$ cat src/inc/motion_ready_pkg.sv
// package: register map and constants of the ready and start-accept block
package motion_ready_pkg;
    localparam int AXES_MAX = 32;
    localparam int AXES_SMALL = 8;
    localparam logic [7:0] OFF_CTRL = 8'h00;
    localparam logic [7:0] OFF_READY_WORD = 8'h04;
    localparam logic [7:0] OFF_STATUS = 8'h08;
    localparam logic [7:0] OFF_GAIN_SEL = 8'h0c;
    localparam logic [7:0] OFF_LOOP_SEL = 8'h10;
    localparam logic [7:0] OFF_START_ACC = 8'h14;
    localparam logic [7:0] OFF_LOOP_ACT = 8'h18;
    localparam logic [7:0] OFF_PARAM = 8'h1c;
    localparam logic [7:0] OFF_ERR = 8'h20;
    localparam int CTRL_ALT_MODE = 0;
    localparam int CTRL_TEST = 1;
    localparam int CTRL_FIN_SEL = 2;
    localparam int CTRL_ERR_CLR = 3;
    localparam int ST_READY = 0;
    localparam int ST_DONE = 1;
    localparam int ST_AUX_OUT = 2;
    localparam int ST_PENDING = 3;
    localparam logic [1:0] RESP_OKAY = 2'b00;
    localparam logic [1:0] RESP_SLVERR = 2'b10;
    localparam logic [31:0] CTRL_RESET = 32'h0000_0000;
endpackage : motion_ready_pkg

$ cat src/hdl/motion_ready_and_start_accept.sv
// motion ready handshake, start-accepted flags and servo loop select logic
`timescale 1ns/1ps
`default_nettype none
module motion_ready_and_start_accept #(
    parameter int AXES = motion_ready_pkg::AXES_MAX
) (
    // clock and reset
    input wire logic sys_clk,
    input wire logic rst_n,
    // axi4-lite slave
    input wire logic [7:0] s_axi_awaddr,
    input wire logic s_axi_awvalid,
    output logic s_axi_awready,
    input wire logic [31:0] s_axi_wdata,
    input wire logic [3:0] s_axi_wstrb,
    input wire logic s_axi_wvalid,
    output logic s_axi_wready,
    output logic [1:0] s_axi_bresp,
    output logic s_axi_bvalid,
    input wire logic s_axi_bready,
    input wire logic [7:0] s_axi_araddr,
    input wire logic s_axi_arvalid,
    output logic s_axi_arready,
    output logic [31:0] s_axi_rdata,
    output logic [1:0] s_axi_rresp,
    output logic s_axi_rvalid,
    input wire logic s_axi_rready,
    // run switch pin
    input wire logic runSwitch,
    // per-axis events from axis control
    input wire logic [AXES-1:0] servoStartEv,
    input wire logic [AXES-1:0] positioningDone,
    input wire logic [AXES-1:0] stopMidway,
    input wire logic [AXES-1:0] speedZeroHalt,
    input wire logic [AXES-1:0] forward_jog_cmd,
    input wire logic [AXES-1:0] reverse_jog_cmd,
    input wire logic [AXES-1:0] axisMoving,
    input wire logic [2:0] handwheel_enable_flags,
    input wire logic [AXES-1:0] handwheelAxisMap,
    input wire logic [AXES-1:0] valueChangeBusy,
    // amplifier status pins
    input wire logic [AXES-1:0] ampStarted,
    input wire logic [AXES-1:0] cableBreak,
    input wire logic [AXES-1:0] ampPowerLost,
    // amplifier commands
    output logic [AXES-1:0] gainAltSel,
    output logic [AXES-1:0] fullyClosedReq,
    // motion control outputs and the aux code pending input
    output logic controller_ready_flag,
    output logic motion_ready_done_flag,
    output logic motionPermit,
    output logic auxCodeClear,
    output logic autoProgStart,
    output logic decelStopAll,
    output logic programHalt,
    output logic realOutputsOff,
    output logic auxCodeOutStatus,
    output logic readyRiseError,
    input wire logic auxCodePending
);
    logic sysClk;
    assign sysClk = sys_clk;
    // ****************************************************************
    // input synchronisers
    // ****************************************************************
    logic runMeta_r, runSync_r;
    logic [AXES-1:0] startedMeta_r, startedSync_r;
    logic [AXES-1:0] breakMeta_r, breakSync_r;
    logic [AXES-1:0] pwrMeta_r, pwrSync_r;
    always_ff @(posedge sysClk or negedge rst_n) begin
        if (!rst_n) begin
            runMeta_r <= 1'b0;
            runSync_r <= 1'b0;
            startedMeta_r <= '0;
            startedSync_r <= '0;
            breakMeta_r <= '0;
            breakSync_r <= '0;
            pwrMeta_r <= '0;
            pwrSync_r <= '0;
        end else begin
            runMeta_r <= runSwitch;
            runSync_r <= runMeta_r;
            startedMeta_r <= ampStarted;
            startedSync_r <= startedMeta_r;
            breakMeta_r <= cableBreak;
            breakSync_r <= breakMeta_r;
            pwrMeta_r <= ampPowerLost;
            pwrSync_r <= pwrMeta_r;
        end
    end

    // ****************************************************************
    // axi4-lite slave
    // ****************************************************************
    logic [31:0] ctrl_r, readyWord_r, gainSel_r, loopSel_r, param_r;
    logic [7:0] awAddr_r;
    logic [31:0] wData_r;
    logic awHave_r, wHave_r;
    logic wrFire;
    assign wrFire = awHave_r && wHave_r && !s_axi_bvalid;
    always_ff @(posedge sysClk or negedge rst_n) begin
        if (!rst_n) begin
            awHave_r <= 1'b0;
            wHave_r <= 1'b0;
            awAddr_r <= 8'h00;
            wData_r <= 32'h0000_0000;
            s_axi_awready <= 1'b0;
            s_axi_wready <= 1'b0;
            s_axi_bvalid <= 1'b0;
            s_axi_bresp <= motion_ready_pkg::RESP_OKAY;
        end else begin
            s_axi_awready <= !awHave_r && !s_axi_awready && s_axi_awvalid;
            s_axi_wready <= !wHave_r && !s_axi_wready && s_axi_wvalid;
            if (s_axi_awvalid && s_axi_awready) begin
                awHave_r <= 1'b1;
                awAddr_r <= s_axi_awaddr;
            end
            if (s_axi_wvalid && s_axi_wready) begin
                wHave_r <= 1'b1;
                wData_r <= s_axi_wdata;
            end
            if (wrFire) begin
                awHave_r <= 1'b0;
                wHave_r <= 1'b0;
                s_axi_bvalid <= 1'b1;
                s_axi_bresp <= wrOk(awAddr_r, controller_ready_flag) ?
                    motion_ready_pkg::RESP_OKAY : motion_ready_pkg::RESP_SLVERR;
            end else if (s_axi_bvalid && s_axi_bready) begin
                s_axi_bvalid <= 1'b0;
            end
        end
    end

    // writable offsets; parameter store refuses while ready is on
    function automatic logic wrOk(input logic [7:0] a, input logic rdy);
        case (a)
            motion_ready_pkg::OFF_CTRL, motion_ready_pkg::OFF_READY_WORD,
            motion_ready_pkg::OFF_GAIN_SEL, motion_ready_pkg::OFF_LOOP_SEL: wrOk = 1'b1;
            motion_ready_pkg::OFF_PARAM: wrOk = !rdy;
            default: wrOk = 1'b0;
        endcase
    endfunction : wrOk

    function automatic logic [31:0] merge(input logic [31:0] o, input logic [31:0] d,
                                          input logic [3:0] s);
        for (int i = 0; i < 4; i++) begin
            if (s[i]) begin
                o[i*8 +: 8] = d[i*8 +: 8];
            end
        end
        merge = o;
    endfunction : merge

    logic [3:0] wStrb_r;
    always_ff @(posedge sysClk or negedge rst_n) begin
        if (!rst_n) begin
            wStrb_r <= 4'h0;
        end else if (s_axi_wvalid && s_axi_wready) begin
            wStrb_r <= s_axi_wstrb;
        end
    end

    logic errClr;
    assign errClr = wrFire && awAddr_r == motion_ready_pkg::OFF_CTRL &&
                    wStrb_r[0] && wData_r[motion_ready_pkg::CTRL_ERR_CLR];
    always_ff @(posedge sysClk or negedge rst_n) begin
        if (!rst_n) begin
            ctrl_r <= motion_ready_pkg::CTRL_RESET;
            readyWord_r <= 32'h0000_0000;
            gainSel_r <= 32'h0000_0000;
            loopSel_r <= 32'h0000_0000;
            param_r <= 32'h0000_0000;
        end else if (wrFire) begin
            case (awAddr_r)
                motion_ready_pkg::OFF_CTRL: ctrl_r <= merge(ctrl_r, wData_r, wStrb_r) &
                                                      32'h0000_0007;
                motion_ready_pkg::OFF_READY_WORD: readyWord_r <= merge(readyWord_r, wData_r,
                                                                       wStrb_r);
                motion_ready_pkg::OFF_GAIN_SEL: gainSel_r <= merge(gainSel_r, wData_r, wStrb_r);
                motion_ready_pkg::OFF_LOOP_SEL: loopSel_r <= merge(loopSel_r, wData_r, wStrb_r);
                motion_ready_pkg::OFF_PARAM: begin
                    if (!controller_ready_flag) begin
                        param_r <= merge(param_r, wData_r, wStrb_r);
                    end
                end
                default: ;
            endcase
        end
    end

    logic [31:0] startAcc_r, loopAct_r;
    logic pending_r;
    always_ff @(posedge sysClk or negedge rst_n) begin
        if (!rst_n) begin
            s_axi_arready <= 1'b0;
            s_axi_rvalid <= 1'b0;
            s_axi_rdata <= 32'h0000_0000;
            s_axi_rresp <= motion_ready_pkg::RESP_OKAY;
        end else begin
            s_axi_arready <= !s_axi_arready && !s_axi_rvalid && s_axi_arvalid;
            if (s_axi_arvalid && s_axi_arready) begin
                s_axi_rvalid <= 1'b1;
                s_axi_rresp <= motion_ready_pkg::RESP_OKAY;
                case (s_axi_araddr)
                    motion_ready_pkg::OFF_CTRL: s_axi_rdata <= ctrl_r;
                    motion_ready_pkg::OFF_READY_WORD: s_axi_rdata <= readyWord_r;
                    motion_ready_pkg::OFF_STATUS: s_axi_rdata <= {28'h0, pending_r,
                        auxCodeOutStatus, motion_ready_done_flag, controller_ready_flag};
                    motion_ready_pkg::OFF_GAIN_SEL: s_axi_rdata <= gainSel_r;
                    motion_ready_pkg::OFF_LOOP_SEL: s_axi_rdata <= loopSel_r;
                    motion_ready_pkg::OFF_START_ACC: s_axi_rdata <= startAcc_r;
                    motion_ready_pkg::OFF_LOOP_ACT: s_axi_rdata <= loopAct_r;
                    motion_ready_pkg::OFF_PARAM: s_axi_rdata <= param_r;
                    motion_ready_pkg::OFF_ERR: s_axi_rdata <= {31'h0, readyRiseError};
                    default: begin
                        s_axi_rdata <= 32'h0000_0000;
                        s_axi_rresp <= motion_ready_pkg::RESP_SLVERR;
                    end
                endcase
            end else if (s_axi_rvalid && s_axi_rready) begin
                s_axi_rvalid <= 1'b0;
            end
        end
    end

    // ****************************************************************
    // controller ready arming
    // ****************************************************************
    logic runPrev_r, bitPrev_r, readyPrev_r, testPrev_r;
    logic altMode, testMode, readySet, readyClr;
    assign altMode = ctrl_r[motion_ready_pkg::CTRL_ALT_MODE];
    assign testMode = ctrl_r[motion_ready_pkg::CTRL_TEST];
    // runPrev_r resets to stop, so a switch already at run on release reads as a rise
    always_comb begin
        readySet = 1'b0;
        readyClr = 1'b0;
        if (!runSync_r) begin
            readyClr = 1'b1;
        end else if (!altMode) begin
            readySet = !runPrev_r;
        end else begin
            readySet = readyWord_r[0] && !bitPrev_r;
            readyClr = !readyWord_r[0] && bitPrev_r;
        end
    end

    always_ff @(posedge sysClk or negedge rst_n) begin
        if (!rst_n) begin
            controller_ready_flag <= 1'b0;
            runPrev_r <= 1'b0;
            bitPrev_r <= 1'b0;
        end else begin
            runPrev_r <= runSync_r;
            bitPrev_r <= readyWord_r[0];
            if (readyClr) begin
                controller_ready_flag <= 1'b0;
            end else if (readySet) begin
                controller_ready_flag <= 1'b1;
            end
        end
    end

    // ****************************************************************
    // ready edge actions
    // ****************************************************************
    logic rise, fall, testEnd;
    assign rise = controller_ready_flag && !readyPrev_r;
    assign fall = !controller_ready_flag && readyPrev_r;
    assign testEnd = testPrev_r && !testMode;
    always_ff @(posedge sysClk or negedge rst_n) begin
        if (!rst_n) begin
            readyPrev_r <= 1'b0;
            testPrev_r <= 1'b0;
            pending_r <= 1'b0;
            motion_ready_done_flag <= 1'b0;
            auxCodeClear <= 1'b0;
            autoProgStart <= 1'b0;
            decelStopAll <= 1'b0;
            programHalt <= 1'b0;
            realOutputsOff <= 1'b0;
            readyRiseError <= 1'b0;
        end else begin
            readyPrev_r <= controller_ready_flag;
            testPrev_r <= testMode;
            auxCodeClear <= 1'b0;
            autoProgStart <= 1'b0;
            decelStopAll <= 1'b0;
            programHalt <= 1'b0;
            if (errClr) begin
                readyRiseError <= 1'b0;
            end
            if (fall) begin
                pending_r <= 1'b0;
                motion_ready_done_flag <= 1'b0;
                decelStopAll <= 1'b1;
                programHalt <= 1'b1;
                realOutputsOff <= 1'b1;
            end else if ((rise || (pending_r && testEnd)) && testMode) begin
                pending_r <= 1'b1;
            end else if (rise || (pending_r && testEnd && controller_ready_flag)) begin
                pending_r <= 1'b0;
                if (|axisMoving) begin
                    readyRiseError <= 1'b1; // set wins over clear
                end else begin
                    auxCodeClear <= 1'b1;
                    motion_ready_done_flag <= 1'b1;
                    autoProgStart <= 1'b1;
                    realOutputsOff <= 1'b0;
                end
            end
        end
    end

    always_ff @(posedge sysClk or negedge rst_n) begin
        if (!rst_n) begin
            motionPermit <= 1'b0;
            auxCodeOutStatus <= 1'b0;
        end else begin
            motionPermit <= controller_ready_flag && !testMode;
            auxCodeOutStatus <= ctrl_r[motion_ready_pkg::CTRL_FIN_SEL] &&
                                auxCodePending;
        end
    end

    // ****************************************************************
    // per-axis amplifier commands and start-accepted flags
    // ****************************************************************
    // axes past the configured count stay zero; the small variant uses AXES = 8
    logic [AXES-1:0] hwEn, levelSrc, levelOwn_r;
    assign hwEn = (|handwheel_enable_flags) ? handwheelAxisMap : '0;
    // jog, handwheel and value change hold the flag until they end and the axis rests
    assign levelSrc = forward_jog_cmd | reverse_jog_cmd | hwEn | valueChangeBusy;
    always_ff @(posedge sysClk or negedge rst_n) begin
        if (!rst_n) begin
            gainAltSel <= '0;
            fullyClosedReq <= '0;
            startAcc_r <= 32'h0000_0000;
            levelOwn_r <= '0;
        end else begin
            gainAltSel <= gainSel_r[AXES-1:0];
            for (int n = 0; n < AXES; n++) begin
                if (breakSync_r[n] || pwrSync_r[n]) begin
                    fullyClosedReq[n] <= 1'b0;
                end else if (startedSync_r[n]) begin
                    fullyClosedReq[n] <= loopSel_r[n];
                end
                if (servoStartEv[n] || levelSrc[n]) begin
                    startAcc_r[n] <= 1'b1;
                end else if (!speedZeroHalt[n] && (positioningDone[n] || stopMidway[n] ||
                             (levelOwn_r[n] && !axisMoving[n]))) begin
                    startAcc_r[n] <= 1'b0;
                end
                if (levelSrc[n]) begin
                    levelOwn_r[n] <= 1'b1;
                end else if (servoStartEv[n] || !axisMoving[n]) begin
                    levelOwn_r[n] <= 1'b0;
                end
            end
        end
    end

    assign loopAct_r = 32'(fullyClosedReq);
endmodule : motion_ready_and_start_accept
`default_nettype wire

$ cat config.mk
export PLATFORM = sky130hd
export DESIGN_NAME = motion_ready_and_start_accept
export DESIGN_NICKNAME = d
export VERILOG_FILES = /design/src/inc/motion_ready_pkg.sv /design/src/hdl/motion_ready_and_start_accept.sv
export SDC_FILE = /design/constraint.sdc
export NUM_CORES = 1
export LEC_CHECK = 0
export ABC_AREA = 1
export BUFFER_PORTS_ARGS = -buffer_cell sky130_fd_sc_hd__buf_2
export CAP_MARGIN = 40
export CORE_MARGIN = 2
export CORE_UTILIZATION = 44
export DETAILED_ROUTE_END_ITERATION = 16
export PLACE_DENSITY_LB_ADDON = 0.08
export SLEW_MARGIN = 15
export SYNTH_ARGS = -nofsm -noshare
export SYNTH_HDL_FRONTEND = slang
export SYNTH_SLANG_ARGS = --single-unit
export TNS_END_PERCENT = 20
$ cat constraint.sdc
create_clock -name sys_clk -period 2.8 [get_ports sys_clk]
set_input_delay 0.14 -clock sys_clk [delete_from_list [all_inputs] [get_ports sys_clk]]
set_output_delay 0.14 -clock sys_clk [all_outputs]
set_load 0.01 [all_outputs]
After elaboration in Yosys (flattened, before gate mapping):

Index checks and enable logic that the tools add are counted.

* word-level logic and storage cells: 855
* bits of input ports: 448
* bits in registers: 553
* output and inout port bits: 115

* equality and inequality tests: 14
* mux-type cells: 233
* reduce and logical (&&, ||, !) cells: 456
* bitwise gates (word level): 4

Operator list (count)
* case mux 32 bit (9 select lines): 1
* two-way mux 1 bit: 228
* nonzero test 2 bit: 102
* logical OR 1 bit: 162
* OR 32 bit: 3
* logical AND 1 bit: 90
* zero test 1 bit: 77
* == test 8 x 5 -> 1 bit, second input constant: 6
* AND reduction 3 bit: 14
* two-way mux 32 bit: 1
* OR reduction 32 bit: 1
* == test 8 x 4 -> 1 bit, second input constant: 3
* == test 8 x 3 -> 1 bit, second input constant: 2
* zero test 8 bit: 2
* AND reduction 4 bit: 4
* OR reduction 9 bit: 1
* == test 8 x 6 -> 1 bit, second input constant: 1
* two-way mux 2 bit: 2
* != test 2 bit, second input constant: 2
* OR reduction 4 bit: 1
* nonzero test 3 bit: 1
* OR reduction 3 bit: 1
* case mux 1 bit (2 select lines): 1
* NOT 1 bit: 1

Depth between registers and ports, before layout:

Gate-level depths: netlist of run 1.

* depth in word-level cells: 10
* mapped depth: 11
* gate-level depth less buffers: 9

Least setup slack after synthesis of run 1:

OpenSTA, ideal clock, no wires.

* kind: register to register
* from: reg awAddr_r[1]
* to: reg gainSel_r[14]
* data arrival time: 1.337 ns
* period minus slack after synthesis: 1.455 ns
* data required time: 2.682 ns
* stages on the path, launching flop included: 8
* slack: 1.345 ns
* buffers on the path: 1
* setup time: 0.118 ns
* cell sequence: dfrtp_1 > nor2_2 > nand2_2 > nor3_4 > nand2_4 > buf_6 > nand2_2 > o21ai_2

* cells in the longest elaborated chain, start to end: 2

RTL lines
* start, declared: line motion_ready_and_start_accept.sv:96 `logic [7:0] awAddr_r;`
* start signal, assigned: line motion_ready_and_start_accept.sv:116 `awAddr_r <= s_axi_awaddr;`
* == test 8 x 4 -> 1 bit: line motion_ready_and_start_accept.sv:174 `case (awAddr_r)`
* AND reduction 3 bit (no line)
* end signal, assigned: line motion_ready_and_start_accept.sv:179 `motion_ready_pkg::OFF_GAIN_SEL: gainSel_r <= merge(gainSel_r, wData_r, wStrb_r);`
* end, declared: line motion_ready_and_start_accept.sv:95 `logic [31:0] ctrl_r, readyWord_r, gainSel_r, loopSel_r, param_r;`

Every way passes these cells.
A chain may end at the register's enable or synchronous reset.

Final worst setup path of run 1:

* from: in handwheel_enable_flags[1]
* to: reg levelOwn_r[0]

* cells in the longest elaborated chain, start to end: 5
* elaborated cells between the ends (all ways): 6
* those cells by class: mux (2); bitwise (2); reduce/logical (2)

RTL lines
* start, declared: line motion_ready_and_start_accept.sv:38 `input wire logic [2:0] handwheel_enable_flags,`
* OR reduction 3 bit *: line motion_ready_and_start_accept.sv:330 `assign hwEn = (|handwheel_enable_flags) ? handwheelAxisMap : '0;`
* two-way mux 32 bit *: line motion_ready_and_start_accept.sv:330
* OR 32 bit * (2 in a row): line motion_ready_and_start_accept.sv:332 `assign levelSrc = forward_jog_cmd | reverse_jog_cmd | hwEn | valueChangeBusy;`
* two-way mux 1 bit or nonzero test 2 bit (tied branches)
* end signal, assigned: line motion_ready_and_start_accept.sv:338 `levelOwn_r <= '0;`
* end signal, assigned by index: line motion_ready_and_start_accept.sv:354 `levelOwn_r[n] <= 1'b1;`
* end signal, assigned by index: line motion_ready_and_start_accept.sv:356 `levelOwn_r[n] <= 1'b0;`
* end, declared: line motion_ready_and_start_accept.sv:329 `logic [AXES-1:0] hwEn, levelSrc, levelOwn_r;`

Every way passes the cells marked *; elsewhere a longest branch is shown, timed or not.

==> qor.log, run 1 <==
qor: drt.post-route-drc-count 0
qor: logic_synthesis.synth.yosys.seq_area_share 0.658
qor: cts.ctsHtreeMaxLevel 2
qor: timing.worst_hold_slack 0.0960 ns
qor: logic_synthesis.post-synth-top-area-cell dfrtp_1
qor: global_route.global_route.usage.total 0.271
qor: floorplan.dieArea 49400 sq um
qor: worst_setup_path.critical-path-top-cell-by-count dlygate4sd3_1
qor: cts.cts_buffers 57
qor: logic_synthesis.post-synth-top-count-cell dfrtp_1
qor: global_route.grt_pass1_vias 18896
qor: drt.drt-vias-per-instance 4.89
qor: power.power_density 661 nW/um^2
qor: floorplan.placementRows 79
qor: worst_setup_path.critPathMaxStageDelay 0.63 ns
qor: final_layout.fillCellCount 3800
qor: timing.setup-tns-final 0 ns
qor: logic_synthesis.dominantRegCellSynth dfrtp_1
qor: worst_setup_path.reg2reg_to wStrb_r[1]
qor: logic_synthesis.yosys_warnings 0
qor: timing.minimum_period_implied_by_the_final_worst_setup_slack 2.08 ns
qor: worst_setup_path.rrSetupSlack 0.76 ns
qor: worst_setup_path.critPathSlowestCell dlygate4sd3_1
qor: timing.tightest_slew_margin_relative_to_the_limit 0.568
qor: worst_hold_path.hold_path.class input port to flip-flop
qor: timing.worst-slew-pin-transition 0.648 ns
qor: global_route.antenna_found_initial 4
qor: placed_design.dpl.hpwl 46100 microns
qor: drt.vias 17809
qor: cts.clock_tree.root_cell clkbuf_16
qor: floorplan.placeableCoreArea 46800 sq um
qor: placed_design.dp.cells 3216
qor: floorplan.initial_utilization 0.448
qor: placed_design.numPortBuffers 560
qor: global_route.gr-total-overflow 0
qor: worst_setup_path.timing.critical_path.depth 8
qor: worst_setup_path.critical_path_class input port to flip-flop
qor: drt.drt_iter0_drc 1105
qor: final_layout.drive_gt1_frac 0.256
qor: timing.setup_repair_after_global_routing_missed_its_margin no
qor: power.power.leakage 0.0145 uW
qor: cts.clkLatencyLatePin 0.61 ns
qor: power.design_power_total 19600 uW
qor: worst_setup_path.cp_data_arrival_time 2.56 ns
qor: worst_setup_path.rr_startpoint s_axi_wready
qor: power.vdd_drop_max 0.000449 V
qor: worst_setup_path.critPathLaunchType input port
qor: worst_hold_path.worst_hold_path.endpoint s_axi_rresp[1]
qor: logic_synthesis.post_synth_num_cell_types 35
qor: logic_synthesis.yosys-top-cells-area dfrtp_1 66%, nand2_1 7.3%, inv_1 4.5%, o21ai_0 4.4%, nand3_1 4.3%
qor: worst_hold_path.min_from s_axi_araddr[0]
qor: cts.cts.clk_slew.worst_paths 0.06 ns
qor: worst_setup_path.worst_setup_path_end_kind flip-flop
qor: logic_synthesis.syn_avg_cell_area 10.1 sq um
qor: final_layout.fin_nets 3430
qor: timing.final_min_period_over_clock_period 0.743
qor: timing.setup-violations-final 0
qor: cts.clock_tree_from_tritoncts built
qor: worst_setup_path.critical_path.max_fanout 9
qor: worst_setup_path.critical_path_cell_by_cell buf_2, nor3_4, buf_4, nor2_1, nor4_1, dlygate4sd3_1, nand2_1, dlygate4sd3_1
qor: drt.routed_wire_length_per_instance 18.3 microns
qor: worst_setup_path.cpLargestDelayFamily buffers and inverters
qor: timing.clock-skew-final 0.0142 ns
qor: cts.clock_sink_count 551
qor: floorplan.boundaryPins 563
qor: global_route.grt_first_pass_wirelength 104000 microns
qor: drt.routed_wirelength 66500 microns
qor: logic_synthesis.post_synth_edffs 0
qor: worst_setup_path.timing.critical_path.buf_inv 4
qor: logic_synthesis.synthesis.area 21000 sq um
qor: worst_setup_path.worstPathRequired 3.28 ns
qor: drt.ant_nets_after_route 0
qor: run.drv_cap 0
qor: run_status.outcome complete, no violations
qor: placed_design.gpl.final_weighted_congestion 0.908
qor: timing.finalHoldViolations 0
qor: logic_synthesis.post-synth-top-area-fraction 0.658
qor: cts.cts_buffer_depth 3
qor: drt.dr.pass1.iters 5
qor: timing.slew_viol_final 0
qor: timing.fmaxAchievable 481 MHz
qor: floorplan.die_height 222 microns
qor: logic_synthesis.postSynthCellCount 2083
qor: final_layout.flow.area_growth_from_synthesis 41.7%
qor: logic_synthesis.async_flop_share 1.00
qor: worst_hold_path.min_path_cells 5
qor: final_layout.final_cell_utilization_of_the_core 0.635
qor: final_layout.post_layout_nonfiller_instances 3640
qor: worst_setup_path.ff2ff_path_depth 6
qor: floorplan.die_w 222 microns
qor: global_route.grt_start_max_net_pins 79
qor: logic_synthesis.ys_seq_elements 551
qor: logic_synthesis.post_synth_most_frequent_cells 551 x dfrtp_1, 405 x nand2_1, 253 x inv_1
qor: cts.cts.repair_timing.setup_buffer_count 0
-- worst min-delay path, delay by kind of cell --
| kind | cells | cell delay [ns] |
|---|---|---|
| buf+inv | 1 | 0.11 |
| compound gates | 2 | 0.17 |
| simple gates | 2 | 0.23 |
-- report_power, final --
group | leakage, uW | switching (uW) | internal, uW
Combinational | 0.00674 | 1470 | 992
Clock | 0.000986 | 3150 | 4800
Sequential | 0.00681 | 472 | 8750
-- stage by stage --
step,area [sq um],setup WS [ns]
after floorplan,21000,1.35
after global placement,24500,0.936
after detailed placement,24500,0.896
after CTS,29700,0.750
after global routing,29700,0.609
final,29700,0.719
-- repair_timing --
item	4_1_cts	5_1_grt
hold buffers	313	0
endpoints found under the setup margin	0	0
resized for setup	0	0
endpoints found under the hold margin	267	0
-- layer usage --
metal  track usage  vias up  part of all wire
met1         0.357     8660              0.43
met3        0.0450      108             0.056
met5             0        -           0.00020
met4        0.0798        2             0.024
li1              -     8493                 -
met2         0.463      546              0.49
-- layout by cell type, fill, tap and decap left out, types with 57 or more instances in the layout --
cell type and n:
o21ai_0 184, buf_2 559, dlygate4sd3_1 313, nor2_1 229, clkbuf_16 57, dfrtp_1 551
inv_1 252, nand2_1 401, nand3_1 178
-- final cells by class --
class,count,area (sq um),share of cell area
flip-flops and latches,551,13800,0.464
repair buffers,905,6340,0.214
clock inverters,28,357,0.0120
multi-input cells,1208,5840,0.197
diodes,3,7.51,0.000253
inverters,259,972,0.0327
clock buffers,79,1630,0.0549
well taps,607,759,0.0256
-- cells by family (layout without fill, tap and decap cells) --
logic type / count (synthesis) / after routing / share of synthesized area
simple gates: 894 / 894 / 0.187
other cells: 1 / 5 / 0.000179
buf+inv: 325 / 1271 / 0.0643
flops: 551 / 551 / 0.658
compound gates: 312 / 312 / 0.0901
-- worst max path at each step --
stage,to,slack [ns],from
6_report,levelOwn_r[0],0.72,handwheel_enable_flags[1]
5_1_grt,wStrb_r[1],0.61,s_axi_wready
4_1_cts,levelOwn_r[0],0.75,handwheel_enable_flags[1]
2_1_floorplan,gainSel_r[14],1.35,awAddr_r[1]
3_5_place_dp,s_axi_rdata[13],0.90,s_axi_araddr[1]
3_3_place_gp,s_axi_rdata[26],0.94,s_axi_araddr[1]
Note: power is estimated with default switching activity, not from simulation.
==> run 2: changes to the inputs <==
==> constraint.sdc (replaced) <==
create_clock -name sys_clk -period 2 [get_ports sys_clk]
set_input_delay 0.1 -clock sys_clk [delete_from_list [all_inputs] [get_ports sys_clk]]
set_output_delay 0.1 -clock sys_clk [all_outputs]
set_load 0.01 [all_outputs]
==> run 2 against run 1 <==
Against the previous run: worst hold slack lost 0.018 ns; global-route usage shrank 0.11 points; utilization is 0.099 points higher; die area stayed put; cell count is 0.16% higher; register-to-register slack lost 0.70 ns; sequential share of layout area shrank 0.072 points; design area rose by 0.16%; critical path depth fell by 2; sequential cell count is the same; critical path type unchanged; highest routed layer is now met4.
==> qor.log, run 2 (same netlist as run 1, synthesis figures left out) <==
qor: run_status.outcome complete, no violations
qor: drt.dr.pass1.iters 5 [unchanged]
qor: cts.clock_tree.root_cell clkbuf_16
qor: drt.routed_wire_length_per_instance 18.2 microns [-0.47%]
qor: worst_setup_path.critPathMaxStageDelay 0.64 ns [about the same]
qor: worst_setup_path.timing.critical_path.buf_inv 4 [unchanged]
qor: worst_setup_path.critical-path-top-cell-by-count dlygate4sd3_1
qor: worst_hold_path.hold_path.class input port to flip-flop
qor: timing.slew_viol_final 0 [unchanged]
qor: final_layout.layout_commonest_cell buf_2
qor: timing.tightest_slew_margin_relative_to_the_limit 0.438 [-0.129]
qor: drt.vias 17939 [+0.73%]
qor: worst_setup_path.cpLargestDelayFamily buffers and inverters
qor: floorplan.boundaryPins 563 [unchanged]
qor: global_route.grt_start_max_net_pins 87 [+10%]
qor: worst_setup_path.crit_end startAcc_r[20]
qor: placed_design.dpl.hpwl 46300 microns [+0.26%]
qor: drt.drt_iter0_drc 1042 [-5.7%]
qor: worst_setup_path.ff2ff_path_depth 5 [-1]
qor: floorplan.placementRows 79 [unchanged]
qor: cts.clkLatencyLatePin 0.60 ns [about the same]
qor: final_layout.fillCellCount 3869 [+1.8%]
qor: power.vdd_drop_max 0.000529 V [+18%]
qor: timing.minimum_period_implied_by_the_final_worst_setup_slack 1.95 ns
qor: worst_setup_path.worst_setup_path_end_kind flip-flop
qor: timing.clock-skew-final 0.0158 ns [+0.00162 ns]
qor: worst_setup_path.critical_path.max_fanout 2 [-7]
qor: global_route.grt_first_pass_wirelength 104000 microns [-0.36%]
qor: final_layout.mostFrequentLayoutCells 559 x buf_2, 551 x dfrtp_1, 401 x nand2_1
qor: final_layout.drive_gt1_frac 0.259 [+0.00262]
qor: timing.setup-violations-final 0 [unchanged]
qor: worst_setup_path.critPathSlowestCell dlygate4sd3_1
qor: floorplan.die_height 222 microns [unchanged]
qor: placed_design.dpl-instance-area 24700 sq um [+0.53%]
qor: timing.worst_hold_slack 0.0785 ns [-0.0175 ns]
qor: floorplan.placeableCoreArea 46800 sq um [unchanged]
qor: floorplan.dieArea 49400 sq um [unchanged]
qor: worst_setup_path.critical_path_cell_by_cell dlygate4sd3_1, buf_2, nor4_1, dlygate4sd3_1, nand3_1, dlygate4sd3_1
qor: global_route.antenna_found_initial 1 [-3]
qor: timing.final_min_period_over_clock_period 0.973
qor: global_route.global_route.usage.total 0.270 [-0.00112]
qor: drt.ant_nets_after_route 0 [unchanged]
qor: timing.finalHoldViolations 0 [unchanged]
qor: drt.drt-vias-per-instance 4.92 [+0.56%]
qor: final_layout.fin_nets 3444 [+0.41%]
qor: cts.clock_tree_from_tritoncts built
qor: worst_setup_path.rrSetupSlack 0.06 ns [-0.70 ns]
qor: worst_setup_path.crit_path_start forward_jog_cmd[20]
qor: drt.routed_wirelength 66300 microns [-0.30%]
qor: worst_setup_path.critPathLaunchType input port
qor: worst_setup_path.cp_data_arrival_time 2.42 ns [-0.14 ns]
qor: worst_setup_path.rr_startpoint levelOwn_r[30]
qor: worst_setup_path.critical_path_class input port to flip-flop
qor: timing.worst-slew-pin-transition 0.841 ns [+0.193 ns]
qor: floorplan.die_w 222 microns [unchanged]
qor: global_route.grt_pass1_vias 18490 [-2.1%]
qor: cts.cts_buffers 56 [-1.8%]
qor: power.power_density 918 nW/um^2 [+39%]
qor: cts.cts_buffer_depth 3 [unchanged]
qor: power.power.leakage 0.0146 uW [+0.12%]
qor: run.drv_cap 0 [unchanged]
qor: cts.cts.clk_slew.worst_paths 0.06 ns [about the same]
qor: placed_design.numPortBuffers 560 [unchanged]
qor: final_layout.flow.area_growth_from_synthesis 41.9%
qor: worst_setup_path.timing.critical_path.depth 6 [-2]
qor: final_layout.stdcell_area 29700 sq um [+0.16%]
qor: worst_setup_path.reg2reg_to startAcc_r[30]
qor: floorplan.initial_utilization 0.448 [unchanged]
qor: worst_setup_path.worstPathRequired 2.47 ns [-0.81 ns]
qor: worst_hold_path.min_path_cells 5 [unchanged]
qor: drt.post-route-drc-count 0 [unchanged]
qor: placed_design.gpl.final_weighted_congestion 0.896 [-1.3%]
qor: timing.fmaxAchievable 514 MHz
qor: global_route.gr-total-overflow 0 [unchanged]
qor: cts.ctsHtreeMaxLevel 2 [unchanged]
qor: cts.clock_sink_count 551 [unchanged]
==> run 2: area by class of cell <==
class | instances | area, sq um | area share
diodes | 1 | 2.50 | 0.0000842
clock buffers | 74 | 1570 | 0.0528
clock inverters | 26 | 348 | 0.0117
inverters | 259 | 972 | 0.0327
multi-input cells | 1208 | 5840 | 0.196
flip-flops and latches | 551 | 13800 | 0.464
well taps | 607 | 759 | 0.0255
repair buffers | 920 | 6450 | 0.217
==> run 2: what timing repair did <==
| item | in CTS | in global routing |
|---|---|---|
| setup endpoints to repair | 0 | 2 |
| endpoints found under the hold margin | 628 | 0 |
| buffers inserted | 0 | 0 |
| gates resized for setup | 0 | 2 |
| hold buffers | 313 | 0 |
==> run 2: worst register-to-register path: stages, from the launching register on <==
cell and delay, ns:
dfrtp_1 0.39, a211oi_2 0.21, o21ai_0 0.09, dlygate4sd3_1 0.55, nand3_1 0.08, dlygate4sd3_1 0.55
==> run 2: report_power, final <==
group	switching (uW)	leakage [uW]	internal, uW
Clock	4370	0.000939	6530
Sequential	657	0.00681	12200
Combinational	2090	0.00680	1410
==> run 2: layer usage <==
layer  global-route usage  share of wire
met5                    0              0
met4               0.0809          0.025
met3               0.0451          0.056
met2                0.455           0.48
met1                0.361           0.44
==> run 2: how the worst min path moves through the flow <==
stage	startpoint	end	slack, ns
floorplan	rst_n	autoProgStart	-0.20
global placement	rst_n	wData_r[4]	0.05
detailed placement	rst_n	loopSel_r[4]	0.05
CTS	s_axi_araddr[0]	s_axi_rresp[1]	0.04
global route	s_axi_araddr[0]	s_axi_rresp[1]	0.09
finish	s_axi_araddr[1]	s_axi_rresp[1]	0.08
==> run 2: stage by stage <==
| step | std cells | setup WS [ns] | utilization | TNS (ns) | power [uW] |
|---|---|---|---|---|---|
| after floorplan | 2084 | 0.545 | - | 0 | 14500 |
| after global placement | 3232 | 0.236 | 0.528 | 0 | 16000 |
| after detailed placement | 3232 | 0.174 | 0.528 | 0 | 16100 |
| after CTS | 3645 | 0.0528 | 0.636 | 0 | 27500 |
| after global routing | 3645 | -0.00777 | 0.636 | -0.00777 | 28500 |
| final | 3646 | 0.0531 | 0.636 | 0 | 27300 |
==> run 3: changes to the inputs <==
==> constraint.sdc (replaced) <==
create_clock -name sys_clk -period 1.6 [get_ports sys_clk]
set_input_delay 0.08 -clock sys_clk [delete_from_list [all_inputs] [get_ports sys_clk]]
set_output_delay 0.08 -clock sys_clk [all_outputs]
set_load 0.01 [all_outputs]
==> run 3 against run 2 <==
Against the previous run: non-clock buffer count is 29 higher; wire length is 1.9% higher; cell count is 0.91% higher; global-route usage is 0.71 points higher; clock skew is 0.0074 ns lower; sequential cell count stayed put; sequential share of layout area is 0.81 points lower; utilization is 1.1 points higher; highest routed layer unchanged.
==> qor.log, run 3 (same netlist as run 1, synthesis figures left out) <==
qor: run_status.outcome complete, no violations
qor: timing.setup-tns-final 0 ns [unchanged]
qor: drt.routed_wirelength 67600 microns [+1.9%]
qor: global_route.gr-total-overflow 0 [unchanged]
qor: power.p_sw_frac 0.258 [-0.00227]
qor: final_layout.fin_nets 3474 [+0.87%]
qor: global_route.grt_util_met2 0.466 [+0.0113]
qor: worst_setup_path.critical_path_cell_by_cell nor2_2, nand2_2, nor3_2, nand2_4, nor2_4, buf_12, o21ai_0
qor: final_layout.final_cell_utilization_of_the_core 0.647 [+0.0113]
qor: run.drv_cap 0 [unchanged]
qor: timing.setup-violations-final 0 [unchanged]
qor: floorplan.dieArea 49400 sq um [unchanged]
qor: worst_setup_path.cpLargestDelayFamily simple AND/OR/NAND/NOR gates
qor: drt.routed_wire_length_per_instance 18.4 microns [+1.0%]
qor: power.share_seq_of_total_power 0.471 [-0.002]
qor: power.combinational_share_of_power 0.132 [+0.004]
qor: placed_design.numPortBuffers 560 [unchanged]
qor: placed_design.gpl.final_weighted_congestion 0.904 [+0.85%]
qor: timing.fmaxAchievable 630 MHz
qor: cts.clock_tree_from_tritoncts built
qor: global_route.grt_start_max_net_pins 83 [-4.6%]
qor: drt.ant_nets_after_route 0 [unchanged]
qor: drt.post-route-drc-count 0 [unchanged]
qor: power.power_density 1130 nW/um^2 [+24%]
qor: worst_setup_path.ff2ff_path_depth 7 [+2]
qor: global_route.antenna_found_initial 3 [+2]
qor: power.power_report.internal_total 25500 uW [+26%]
qor: floorplan.boundaryPins 563 [unchanged]
qor: timing.slew_viol_final 0 [unchanged]
qor: global_route.globalRouteMet3Util 0.0492 [+0.00410]
qor: drt.vias 18088 [+0.83%]
qor: power.vdd_drop_max 0.000763 V [+44%]
qor: cts.clkLatencyLatePin 0.59 ns [about the same]
qor: final_layout.mostFrequentLayoutCells 559 x buf_2, 551 x dfrtp_1, 401 x nand2_1
qor: timing.post-route-worst-setup-slack 0.0127 ns [-0.0404 ns]
qor: cts.cts_buffer_depth 3 [unchanged]
qor: worst_setup_path.cp_data_arrival_time 2.05 ns [-0.37 ns]
qor: worst_setup_path.timing.critical_path.buf_inv 1 [-3]
qor: global_route.globalRouteMet1Util 0.362 [+0.00131]
qor: drt.drt_iter0_drc 1021 [-2.0%]
qor: worst_setup_path.critical_path_class flip-flop to flip-flop
qor: final_layout.layout_commonest_cell buf_2
qor: timing.tightest_slew_margin_relative_to_the_limit 0.635 [+0.196]
qor: worst_setup_path.critical_path.max_fanout 16 [+14]
qor: global_route.global_route.peak_usage_layer met2
qor: timing.minimum_period_implied_by_the_final_worst_setup_slack 1.59 ns
qor: drt.dr.pass1.iters 5 [unchanged]
qor: worst_setup_path.critPathLaunchType flip-flop
qor: timing.worst-slew-pin-transition 0.543 ns [-0.298 ns]
qor: global_route.grt_first_pass_wirelength 106000 microns [+2.3%]
qor: floorplan.die_height 222 microns [unchanged]
qor: final_layout.drive_gt1_frac 0.258 [-0.000984]
qor: cts.clock_sink_count 551 [unchanged]
qor: worst_setup_path.timing.critical_path.depth 7 [+1]
qor: placed_design.dpl.hpwl 46700 microns [+0.90%]
qor: worst_hold_path.min_path_cells 5 [unchanged]
qor: drt.drt-vias-per-instance 4.92 [about the same]
qor: cts.cts.clk_slew.worst_paths 0.06 ns [about the same]
qor: global_route.grt_pass1_vias 19091 [+3.3%]
qor: placed_design.dp.cells 3232 [unchanged]
qor: timing.clock-skew-final 0.00837 ns [-0.00742 ns]
qor: floorplan.placeableCoreArea 46800 sq um [unchanged]
qor: global_route.global_route.usage.total 0.277 [+0.00711]
qor: worst_setup_path.critPathSlowestCell dfrtp_1
qor: final_layout.flow.area_growth_from_synthesis 44.4%
qor: worst_setup_path.worstPathRequired 2.07 ns [-0.40 ns]
qor: power.p_switching 8870 uW [+25%]
qor: timing.setup_repair_after_global_routing_missed_its_margin yes
qor: cts.clock_tree.root_cell clkbuf_16
qor: power.power.leakage 0.0149 uW [+2.5%]
qor: worst_setup_path.worst_setup_path_end_kind flip-flop
qor: floorplan.die_w 222 microns [unchanged]
qor: floorplan.placementRows 79 [unchanged]
qor: power.design_power_total 34300 uW [+26%]
qor: power.part_of_the_power_in_the_clock_network 0.397 [-0.002]
qor: cts.ctsHtreeMaxLevel 2 [unchanged]
qor: cts.cts_buffers 56 [unchanged]
qor: timing.final_min_period_over_clock_period 0.992
qor: worst_setup_path.critPathMaxStageDelay 0.38 ns [-0.26 ns]
qor: floorplan.initial_utilization 0.448 [unchanged]
qor: placed_design.worst_setup_timing_slack_at_the_placement_stage -0.328 ns [-0.502 ns]
qor: final_layout.post_layout_nonfiller_instances 3679 [+0.91%]
qor: worst_hold_path.hold_path.class input port to flip-flop
qor: timing.finalHoldViolations 0 [unchanged]
## run 3: changes by cell type in the layout (fill, tap and decap cells not counted), sizes merged
cell / change
clkinvlp: -3
clkbuf: +12
diode: +2
bufinv: -2
dlygate4sd3: +24
clkinv: -6
buf: +5
nor2: +1
## run 3: power groups by stage
stage	registers (uW)	clock network (uW)	logic [uW]
floorplan	16200	0	1890
global placement	16400	0	3740
detailed placement	16400	0	3840
CTS	16200	13900	4510
global route	16300	14500	5050
finish	16200	13600	4520
## run 3: path summary, 6_finish.rpt
kind,slack [ns],to,startpoint
max,0.01,param_r[20],awAddr_r[1]
min,0.04,s_axi_rresp[1],s_axi_araddr[1]
max reg2reg,0.01,param_r[20],awAddr_r[1]
min reg2reg,0.34,startedSync_r[26],startedMeta_r[26]
max in group asynchronous,0.31,breakMeta_r[14],rst_n
min in group asynchronous,0.54,breakMeta_r[31],rst_n
## run 3: metrics by stage
stage | hold slack (ns) | cell area [sq um]
after floorplan | -0.216 | 21000
after global placement | 0.00387 | 24800
after detailed placement | 0.0137 | 24800
after CTS | 0.00240 | 30200
after global routing | 0.0902 | 30300
final | 0.0440 | 30300
## run 3: layout make-up
type	count	area [sq um]
Fill cell	3702	16500
Sequential cell	551	13800
Timing Repair Buffer	949	6930
Multi-Input combinational cell	1209	5860
Clock buffer	86	1720
Inverter	259	972
Tap cell	607	759
Clock inverter	15	228
Antenna cell	3	7.51
## run 3: layer usage
layer / part of all wire / wire length (microns) / up-vias
met5: 0 / 0 / -
met4: 0.033 / 2260 / 0
met3: 0.057 / 3880 / 136
met2: 0.49 / 32800 / 592
met1: 0.42 / 28600 / 8776
li1: - / - / 8584
## run 3: timing repair
| action | CTS | global route |
|---|---|---|
| pin swaps | 4 | 4 |
| setup endpoints to repair | 38 | 93 |
| hold endpoints to repair | 763 | 0 |
| cloned | 0 | 1 |
| hold buffers | 337 | 0 |
| buffers inserted | 4 | 1 |
| resized for setup | 2 | 2 |
## run 3: worst register-to-register path, delay by kind of cell (launching register included)
kind / cells / cell delay (ns)
AO/OA/AOI/OAI: 1 / 0.09
buffers and inverters: 1 / 0.14
flip-flops: 1 / 0.38
AND/OR/NAND/NOR: 5 / 0.86
